### config.mk
export PLATFORM = sky130hd
export DESIGN_NAME = async_tx_response_expiry_check
export DESIGN_NICKNAME = d
export VERILOG_FILES = /design/src/hdl/expiry_compare.v /design/src/hdl/ctx_pointer.v /design/src/hdl/async_tx_response_expiry_check.v
export VERILOG_INCLUDE_DIRS = /design/src /design/src/hdl
export SDC_FILE = /design/constraint.sdc
export NUM_CORES = 1
export LEC_CHECK = 0
export BUFFER_PORTS_ARGS = -buffer_cell sky130_fd_sc_hd__buf_2
export CAP_MARGIN = 20
export CORE_MARGIN = 2
export CORE_UTILIZATION = 50
export CTS_BUF_LIST = sky130_fd_sc_hd__clkbuf_16
export CTS_CLUSTER_SIZE = 12
export DETAILED_ROUTE_END_ITERATION = 7
export HOLD_SLACK_MARGIN = 0.15
export PLACE_DENSITY = 0.75
export SLEW_MARGIN = 20
export SYNTH_ARGS = -nofsm -noshare
export SYNTH_HDL_FRONTEND = slang
export SYNTH_SLANG_ARGS = --single-unit
### constraint.sdc
create_clock -name pclk -period 2.7 [get_ports pclk]
set_clock_uncertainty 0.05 [all_clocks]
set_input_delay 0.135 -clock pclk [delete_from_list [all_inputs] [get_ports pclk]]
set_output_delay 0.135 -clock pclk [all_outputs]
set_load 0.005 [all_outputs]
### src/hdl/at_expiry_defs.vh
// Purpose: Shared constants of the transmit context and expiry check block.
// Assumes: 32-bit APB data, one aligned word per register.
// Notes: Definitions only.
`ifndef AT_EXPIRY_DEFS_VH
`define AT_EXPIRY_DEFS_VH

// Register byte offsets.
`define OFF_REQ_PTR 8'h00
`define OFF_REQ_CTRL_SET 8'h04
`define OFF_REQ_CTRL_CLR 8'h08
`define OFF_RSP_PTR 8'h0c
`define OFF_RSP_CTRL_SET 8'h10
`define OFF_RSP_CTRL_CLR 8'h14
`define OFF_IRQ_STATUS 8'h18
`define OFF_IRQ_MASK 8'h1c
`define CTX_STRIDE 8'h0c

// Context control field positions.
`define CC_RUN 15
`define CC_WAKE 12
`define CC_DEAD 11
`define CC_ACTIVE 10
`define CC_EVT_HI 4
`define CC_EVT_LO 0
`define CC_RESET 16'h0000

// Program pointer layout.
`define PTR_ZC_HI 3
`define PTR_ZC_LO 0
`define PTR_BASE_LO 4
`define PTR_RESET 32'h00000000
`define ZC_LAST 4'h0
`define ZC_MIN 4'h2
`define ZC_MAX 4'h8

// Expiry stamp layout.
`define STAMP_SEC_HI 15
`define STAMP_SEC_LO 13
`define STAMP_CYC_HI 12
`define STAMP_CYC_LO 0

// Interrupt status bits.
`define IRQ_REQ_DONE 0
`define IRQ_RSP_DONE 1
`define IRQ_TIMEOUT 2
`define IRQ_DEAD 3
`define IRQ_BITS 4
`define IRQ_RESET 4'h0

`endif

### src/hdl/expiry_compare.v
// Purpose: Registered verdict of a response expiry stamp against the live cycle timer.
// Assumes: Timer inputs are synchronous to pclk; cycle number stays below 8000.
// Notes: Verdict appears one cycle after the request.
`timescale 1ns/100ps
`include "at_expiry_defs.vh"

module expiry_compare (
    // Clock and reset.
    input wire pclk,
    input wire presetn,
    // Request.
    input wire check_req,
    input wire [15:0] expiry_stamp,
    input wire [2:0] second_count_low,
    input wire [12:0] cycle_number,
    // Verdict.
    output reg verdict_valid,
    output reg verdict_send
);

    wire [2:0] sec_diff;
    wire [13:0] cyc_diff;
    reg next_send;

    // (RL3) Wrapping seconds subtraction.
    assign sec_diff = expiry_stamp[`STAMP_SEC_HI:`STAMP_SEC_LO] - second_count_low;
    // (RL6) Zero-extended 14-bit cycle subtraction, top bit is the sign.
    assign cyc_diff = {1'b0, expiry_stamp[`STAMP_CYC_HI:`STAMP_CYC_LO]} - {1'b0, cycle_number};

    // (RL1) Stamp is seconds plus cycle number.
    always @* begin
        next_send = 1'b0;
        if (sec_diff[2]) begin
            // (RL4) Late second, refuse.
            next_send = 1'b0;
        end else if (sec_diff[1:0] != 2'b00) begin
            // (RL5) Distant future, allow.
            next_send = 1'b1;
        end else begin
            // (RL7) Sign decides send.
            next_send = ~cyc_diff[13];
        end
    end

    always @(posedge pclk or negedge presetn) begin
        if (!presetn) begin
            verdict_valid <= 1'b0;
            verdict_send <= 1'b0;
        end else begin
            verdict_valid <= check_req;
            verdict_send <= check_req & next_send;
        end
    end

endmodule

### src/hdl/ctx_pointer.v
// Purpose: One context program pointer register with block count decode.
// Assumes: Writes come as single-cycle strobes.
// Notes: The low nibble is the block count, the rest the descriptor base.
`timescale 1ns/100ps
`include "at_expiry_defs.vh"

module ctx_pointer (
    // Clock and reset.
    input wire pclk,
    input wire presetn,
    // Write port.
    input wire ptr_write,
    input wire [31:0] ptr_wdata,
    // Decoded pointer.
    output reg [31:0] ptr_value,
    output wire [31:0] descriptor_base,
    output wire [3:0] block_count,
    output wire count_reserved
);

    always @(posedge pclk or negedge presetn) begin
        if (!presetn) begin
            ptr_value <= `PTR_RESET;
        end else if (ptr_write) begin
            ptr_value <= ptr_wdata;
        end
    end

    // (RL13) Base has zero low nibble.
    assign descriptor_base = {ptr_value[31:`PTR_BASE_LO], 4'h0};
    // (RL14) Low nibble is block count.
    assign block_count = ptr_value[`PTR_ZC_HI:`PTR_ZC_LO];
    // (RL16) Only zero and two to eight are legal.
    assign count_reserved = (block_count != `ZC_LAST) &&
                            ((block_count < `ZC_MIN) || (block_count > `ZC_MAX));

endmodule

### src/hdl/async_tx_response_expiry_check.v
// Purpose: Two transmit contexts with pointer and control registers, plus the response expiry gate.
// Assumes: The fetch engine raises check_req before each response load attempt.
// Notes: APB slave, no wait state, interrupt output is a level.
//
// Function
// (RL1) Stamp holds 3-bit seconds, 13-bit cycles.
// (RL2) Check stamp before each load or retry.
// (RL3) Subtract timer seconds with 3-bit wrap.
// (RL4) Top difference bit set means late, refuse.
// (RL5) Other nonzero difference means future, send.
// (RL6) Same second: signed 14-bit cycle subtraction.
// (RL7) Negative cycles reject with timeout event.
// (RL8) Software puts stamp in first descriptor.
// (RL9) No recheck while packet partly loaded.
// (RL10) Software shortens stamp by FIFO delay.
// (RL11) Each context has pointer and control.
// (RL12) Start fetch at pointer when run.
// (RL13) Descriptors sit on 16-byte boundaries.
// (RL14) Pointer low nibble is block count.
// (RL15) Control written by software, updated by hardware.
// (RL16) Count 0 last, 2-8 packet, rest reserved.
// (RL17) Completion code lands in event field.
`timescale 1ns/100ps
`include "at_expiry_defs.vh"

module async_tx_response_expiry_check #(
    parameter [4:0] EVT_TIMEOUT = 5'h0a,
    parameter N_CTX = 2
) (
    // Clock and reset.
    input wire pclk,
    input wire presetn,
    // APB slave.
    input wire psel,
    input wire penable,
    input wire pwrite,
    input wire [7:0] paddr,
    input wire [31:0] pwdata,
    output reg [31:0] prdata,
    output reg pready,
    output reg pslverr,
    // Live cycle timer.
    input wire [2:0] second_count_low,
    input wire [12:0] cycle_number,
    // Descriptor fetch engine, one bit or slice per context, request context first.
    output wire [N_CTX-1:0] ctx_start,
    output wire [32*N_CTX-1:0] start_base,
    output wire [4*N_CTX-1:0] start_count,
    output wire [N_CTX-1:0] ctx_wake,
    input wire [N_CTX-1:0] ctx_done,
    input wire [N_CTX-1:0] done_last,
    input wire [5*N_CTX-1:0] done_code,
    // Response load gate.
    input wire check_req,
    input wire check_retry,
    input wire [15:0] expiry_stamp,
    input wire pkt_loaded,
    output reg check_pass,
    output reg check_reject,
    // Interrupt.
    output reg irq
);

    ////////////////////////////////////////////////////////////////////////////
    // Bus decode.

    wire setup = psel & ~penable & ~pready;
    wire wr_now = psel & penable & pready & pwrite;
    reg [31:0] next_prdata;
    reg next_err;
    reg [`IRQ_BITS-1:0] irq_status;
    reg [`IRQ_BITS-1:0] irq_mask;
    wire [32*N_CTX-1:0] ptr_flat;
    wire [16*N_CTX-1:0] ctrl_flat;
    wire [N_CTX-1:0] dead_event;
    wire [N_CTX-1:0] done_event;
    wire verdict_valid;
    wire verdict_send;
    reg checked;
    reg bypass_d;
    reg reject_now;

    always @* begin
        next_prdata = 32'h00000000;
        next_err = 1'b0;
        case (paddr)
            `OFF_REQ_PTR: next_prdata = ptr_flat[31:0];
            `OFF_REQ_CTRL_SET: next_prdata = {16'h0000, ctrl_flat[15:0]};
            `OFF_REQ_CTRL_CLR: next_prdata = {16'h0000, ctrl_flat[15:0]};
            `OFF_RSP_PTR: next_prdata = ptr_flat[63:32];
            `OFF_RSP_CTRL_SET: next_prdata = {16'h0000, ctrl_flat[31:16]};
            `OFF_RSP_CTRL_CLR: next_prdata = {16'h0000, ctrl_flat[31:16]};
            `OFF_IRQ_STATUS: next_prdata = {28'h0000000, irq_status};
            `OFF_IRQ_MASK: next_prdata = {28'h0000000, irq_mask};
            default: next_err = 1'b1;
        endcase
    end

    // Ready is raised for the first access cycle only, so no transfer takes a wait state.
    always @(posedge pclk or negedge presetn) begin
        if (!presetn) begin
            pready <= 1'b0;
            pslverr <= 1'b0;
            prdata <= 32'h00000000;
        end else begin
            pready <= setup;
            if (setup) begin
                pslverr <= next_err;
                prdata <= pwrite ? 32'h00000000 : next_prdata;
            end else begin
                pslverr <= 1'b0;
            end
        end
    end

    ////////////////////////////////////////////////////////////////////////////
    // Per-context registers.

    genvar g;
    generate
        for (g = 0; g < N_CTX; g = g + 1) begin : ctx
            localparam integer CTX_OFF = `CTX_STRIDE * g;
            wire [7:0] off_ptr = CTX_OFF[7:0] + `OFF_REQ_PTR;
            wire [7:0] off_set = CTX_OFF[7:0] + `OFF_REQ_CTRL_SET;
            wire [7:0] off_clr = CTX_OFF[7:0] + `OFF_REQ_CTRL_CLR;
            wire wr_set = wr_now && (paddr == off_set);
            wire wr_clr = wr_now && (paddr == off_clr);
            wire [31:0] base;
            wire [3:0] count;
            wire reserved;
            reg run;
            reg run_d;
            reg wake;
            reg dead;
            reg active;
            reg [4:0] evt;
            reg start;
            reg wake_out;
            reg [31:0] sbase;
            reg [3:0] scount;
            reg dead_pulse;
            wire reject_here = (g == 1) && reject_now;

            // (RL11) Own pointer per context.
            ctx_pointer u_ptr (
                .pclk(pclk),
                .presetn(presetn),
                .ptr_write(wr_now && (paddr == off_ptr)),
                .ptr_wdata(pwdata),
                .ptr_value(ptr_flat[32*g+31:32*g]),
                .descriptor_base(base),
                .block_count(count),
                .count_reserved(reserved)
            );

            always @(posedge pclk or negedge presetn) begin
                if (!presetn) begin
                    run <= 1'b0;
                    run_d <= 1'b0;
                    wake <= 1'b0;
                    dead <= 1'b0;
                    active <= 1'b0;
                    evt <= 5'h00;
                    start <= 1'b0;
                    wake_out <= 1'b0;
                    sbase <= 32'h00000000;
                    scount <= 4'h0;
                    dead_pulse <= 1'b0;
                end else begin
                    start <= 1'b0;
                    dead_pulse <= 1'b0;
                    wake_out <= wake & active;
                    run_d <= run;
                    // (RL15) Software sets and clears run; software sets wake, hardware clears it.
                    if (wr_set && pwdata[`CC_RUN]) begin
                        run <= 1'b1;
                    end else if (wr_clr && pwdata[`CC_RUN]) begin
                        run <= 1'b0;
                    end
                    if (wr_set && pwdata[`CC_WAKE]) begin
                        wake <= 1'b1;
                    end else if (wake & active) begin
                        wake <= 1'b0;
                    end
                    // (RL12) Start fetch at pointer.
                    if (run && !run_d && !dead) begin
                        // (RL16) Reserved count kills context.
                        if (reserved) begin
                            dead <= 1'b1;
                            dead_pulse <= 1'b1;
                        end else if (count != `ZC_LAST) begin
                            active <= 1'b1;
                            start <= 1'b1;
                            sbase <= base;
                            scount <= count;
                        end
                    end else if (!run || (ctx_done[g] && done_last[g])) begin
                        active <= 1'b0;
                    end
                    if (!run && run_d) begin
                        dead <= 1'b0;
                    end
                    // (RL17) Completion code into event field.
                    if (reject_here) begin
                        evt <= EVT_TIMEOUT;
                    end else if (ctx_done[g]) begin
                        evt <= done_code[5*g+4:5*g];
                    end
                end
            end

            assign ctrl_flat[16*g+15:16*g] = {run, 2'b00, wake, dead, active, 5'h00, evt};
            assign ctx_start[g] = start;
            assign ctx_wake[g] = wake_out;
            assign start_base[32*g+31:32*g] = sbase;
            assign start_count[4*g+3:4*g] = scount;
            assign dead_event[g] = dead_pulse;
            assign done_event[g] = ctx_done[g];
        end
    endgenerate

    ////////////////////////////////////////////////////////////////////////////
    // Response expiry gate.

    // (RL2) Fresh compare on first try and retry.
    wire compare_req = check_req && (check_retry || !checked);

    expiry_compare u_cmp (
        .pclk(pclk),
        .presetn(presetn),
        .check_req(compare_req),
        .expiry_stamp(expiry_stamp),
        .second_count_low(second_count_low),
        .cycle_number(cycle_number),
        .verdict_valid(verdict_valid),
        .verdict_send(verdict_send)
    );

    always @* begin
        reject_now = verdict_valid & ~verdict_send;
    end

    // A passed packet keeps its pass until it is fully in the FIFO or retried.
    always @(posedge pclk or negedge presetn) begin
        if (!presetn) begin
            checked <= 1'b0;
            bypass_d <= 1'b0;
            check_pass <= 1'b0;
            check_reject <= 1'b0;
        end else begin
            // (RL9) Skip recheck during partial load.
            bypass_d <= check_req && !check_retry && checked;
            check_pass <= (verdict_valid & verdict_send) | bypass_d;
            check_reject <= reject_now;
            if (verdict_valid && verdict_send) begin
                checked <= 1'b1;
            end else if (pkt_loaded || (check_req && check_retry) || reject_now) begin
                checked <= 1'b0;
            end
        end
    end

    ////////////////////////////////////////////////////////////////////////////
    // Interrupts.

    wire [`IRQ_BITS-1:0] irq_set = {|dead_event, reject_now, done_event[1], done_event[0]};
    wire wr_status = wr_now && (paddr == `OFF_IRQ_STATUS);

    // A new event wins over a write-one-to-clear in the same cycle.
    always @(posedge pclk or negedge presetn) begin
        if (!presetn) begin
            irq_status <= `IRQ_RESET;
            irq_mask <= `IRQ_RESET;
            irq <= 1'b0;
        end else begin
            irq_status <= irq_set | (irq_status & ~(wr_status ? pwdata[`IRQ_BITS-1:0] : `IRQ_RESET));
            if (wr_now && (paddr == `OFF_IRQ_MASK)) begin
                irq_mask <= pwdata[`IRQ_BITS-1:0];
            end
            irq <= |(irq_status & irq_mask);
        end
    end

endmodule

==> impl_metrics.env <==
export IMPL_period_share_pct=96.13
export IMPL_insertion_delay_ns=0.50
export IMPL_avgRoutedWirePerCell_um=18.55
export IMPL_drive_gt1_share_pct=39.73
export IMPL_fin_area_um2=11290
export IMPL_grt_max_degree=88
export IMPL_die_area_um2=18530
export IMPL_groute_usage_overall_pct=23.79
export IMPL_rows=48
export IMPL_min_path_type="primary input to flip-flop"
export IMPL_worst_pin_slew_ns=0.7060
export IMPL_setup_viol=0
export IMPL_r2r_start="pready"
export IMPL_crit_required_ns=3.08
export IMPL_rsz0062_at_grt="true"
export IMPL_cp_top_family="simple AND/OR/NAND/NOR gates"
export IMPL_port_buffers=198
export IMPL_finalWirelength_um=21870
export IMPL_crit_type="flip-flop to flip-flop"
export IMPL_overflow=0
export IMPL_fin_setup_tns_ns=0
export IMPL_dr_pass1_iters=4
export IMPL_final_antenna_net_count=0
export IMPL_startpoint_type="flip-flop"
export IMPL_postSynthCellCount=674
export IMPL_cap_viol_max_count=0
export IMPL_clkTransAtPathRegs_ns=0.06
export IMPL_end_kind="flip-flop"
export IMPL_cts_tree="done"
export IMPL_p_clk_share_pct=42.6
export IMPL_power_switching_w=0.001404
export IMPL_io_pin_count=207
export IMPL_worst_ep_arrival_time_ns=2.98
export IMPL_grt_pass1_wl_um=34810
export IMPL_ys_flop_type="dfrtp_1"
export IMPL_clock_sinks=203
export IMPL_yosysTopAreaCell="dfrtp_1"
export IMPL_path_depth=6
export IMPL_cts_htree_levels=1
export IMPL_grt_pass1_vias=6746
export IMPL_powerDensity_nw_per_um2=544.9
export IMPL_combPwrFrac_pct=7.2
export IMPL_r2r_end="prdata[4]"
export IMPL_slew_headroom_pct=52.94
export IMPL_slowest_delay_ns=0.57
export IMPL_path_cells="or3b_1 > dlygate4sd3_1 > inv_1 > nand3b_1 > a2111oi_0 > a221o_1"
export IMPL_drt_iter0_drc=329
export IMPL_yosysSeqAreaShare_pct=58.21
export IMPL_antenna_found_initial=0
export IMPL_ys_ff_latch=203
export IMPL_num_antenna_cells=0
export IMPL_clockBufferDepth=3
export IMPL_r2r_slack_ns=0.10
export IMPL_clock_fmax_ghz=0.3853
export IMPL_peakVddDrop_v=0.0003736
export IMPL_endpoint="prdata[4]"
export IMPL_critPathLaunch="pready"
export IMPL_syn_cell_area_um2=8727
export IMPL_fill_cells=1296
export IMPL_cp_max_fo=10
export IMPL_setup_slack_ns=0.1045
export IMPL_final_max_slew_viol_count=0
export IMPL_cts_setup_buffers=0
export IMPL_nets=1050
export IMPL_synthDistinctLibCells=51
export IMPL_placed_area_um2=9943
export IMPL_status="complete, no violations"
export IMPL_numCtsBuffers=22
export IMPL_p_leak_nw=5.980
export IMPL_yosysWarnings=0
export IMPL_root_buffer="clkbuf_16"
export IMPL_core_area_um2=17180
export IMPL_crit_buf_inv=2
export IMPL_seqPwrFrac_pct=50.3
export IMPL_synth_area_per_cell_um2=12.95
export IMPL_async_flop_share_pct=100.0
export IMPL_dp_hpwl_um=13990
export IMPL_synth_edf_count=0
export IMPL_internal_power_w=0.004750
export IMPL_post_place_ws_ns=0.2603
export IMPL_start_util_pct=50.81
export IMPL_drc=0
export IMPL_cpMaxStageDelayCell="dlygate4sd3_1"
export IMPL_syn_to_final_growth_pct=29.42
export IMPL_die_h_um=136.1
export IMPL_die_x_um=136.1
export IMPL_period_minus_slack_ns=2.596
export IMPL_yosysTopAreaCellShare_pct=58.21
export IMPL_place_congestion=0.7746
export IMPL_worstRegToRegCells=6
export IMPL_sw_frac_of_total_pct=22.81
export IMPL_hold_viol=0
export IMPL_vias=6397
export IMPL_viasPerCell=5.426
export IMPL_synth_area_top_cells="dfrtp_1 58%, mux2_2 17%, a22oi_1 2.2%"
layout make-up:
class / instances / area, µm² / share of cell area (%)
clock buffers: 22 / 550.5 / 4.874
clock inverters: 14 / 67.56 / 0.5982
inverters: 24 / 90.09 / 0.7976
multi-input cells: 403 / 3304 / 29.26
flip-flops and latches: 203 / 5080 / 44.98
well taps: 225 / 281.5 / 2.493
repair buffers: 288 / 1921 / 17.00
logic make-up after synthesis:
family                   Yosys count  share of synthesized area (%)
multiplexers                     155                          19.74
AND/OR/NAND/NOR                  105                          6.136
flip-flops                       203                          58.21
other                              1                        0.04297
AO/OA/AOI/OAI                    119                          9.377
adder cells (fa/ha/maj)           14                          2.007
buffers and inverters             75                          4.287
XOR/XNOR                           2                         0.2008
placed cells by master (no fill, tap or decap), types with 9 or more instances in the layout:
cell and n:
buf_2 197, mux2_2 131, a22oi_1 26, buf_4 12, clkbuf_16 22, o21ai_0 37, nor2b_1 9, dfrtp_1 203
inv_1 27, ha_1 14, mux2i_1 18, nand2_1 45, dlygate4sd3_1 73, nor2_1 20
metrics by stage:
stage	utilization [%]	cells	power, W	hold slack (ns)
global placement	57.89	1070	0.003485	0.1750
CTS	65.74	1179	0.006200	0.1567
finish	65.76	1179	0.006154	0.1745
global route	65.76	1179	0.006374	0.2287
detailed placement	57.89	1070	0.003489	0.1639
floorplan	-	681	0.003293	-0.2106
cell usage after synthesis, types with 9 or more instances:
cell type	number
ha_1	14
clkbuf_1	31
mux2_2	131
a22oi_1	26
mux2i_1	18
inv_1	24
buf_4	12
nand2_1	45
o21ai_0	37
nor2b_1	9
dfrtp_1	203
nor2_1	21
per-layer routing:
metal	part of all wire, %	wire length (µm)	global-route usage (%)	vias up
met1	42	9220	31.39	3190
met4	2.7	599	8.449	0
met3	5.5	1206	3.542	46
met5	0	0	0	-
met2	50	10840	40.17	234
li1	-	-	-	2927
timing repair:
item                       in CTS  in global routing
resized for setup               0                  2
hold buffers                   73                  0
hold endpoints to repair      250                  0
setup endpoints to repair       0                  2
registers in the layout (all words and copies together), names as in the netlist, 2 cells and up:
| register | flops |
|---|---|
| ctx.u_ptr.ptr_value | 64 |
| ctx.sbase | 56 |
| prdata | 32 |
| ctx.evt | 10 |
| ctx.scount | 8 |
| irq_mask | 4 |
| irq_status | 4 |
| ctx.active | 2 |
| ctx.dead | 2 |
| ctx.dead_pulse | 2 |
| ctx.run | 2 |
| ctx.run_d | 2 |
| ctx.start | 2 |
| ctx.wake | 2 |
| ctx.wake_out | 2 |
worst min-delay path by stage:
stage                               to  cells past startpoint  slack (ns)                 from
finish              u_cmp.verdict_send                      5        0.17  second_count_low[2]
global route        u_cmp.verdict_send                      5        0.23  second_count_low[2]
CTS                 u_cmp.verdict_send                      5        0.16  second_count_low[2]
detailed placement    ctx[1].scount[2]                      1        0.16              presetn
global placement              bypass_d                      1        0.18              presetn
floorplan                     bypass_d                      0       -0.21              presetn
worst reg2reg max path, delay by kind of cell (launching register included):
family / cells / cell delay [ns]
compound gates: 2 / 0.74
buf+inv: 2 / 0.64
simple gates: 2 / 0.74
flops: 1 / 0.38
power groups by stage:
| stage | clock, W | combinational (W) | sequential [W] |
|---|---|---|---|
| after floorplan | 0 | 0.000150 | 0.00314 |
| after detailed placement | 0 | 0.000342 | 0.00315 |
| after global placement | 0 | 0.000337 | 0.00315 |
| final | 0.00262 | 0.000440 | 0.00309 |
| after CTS | 0.00267 | 0.000435 | 0.00309 |
| after global routing | 0.00279 | 0.000486 | 0.00310 |
No activity file was read; power rests on OpenSTA's default activity.
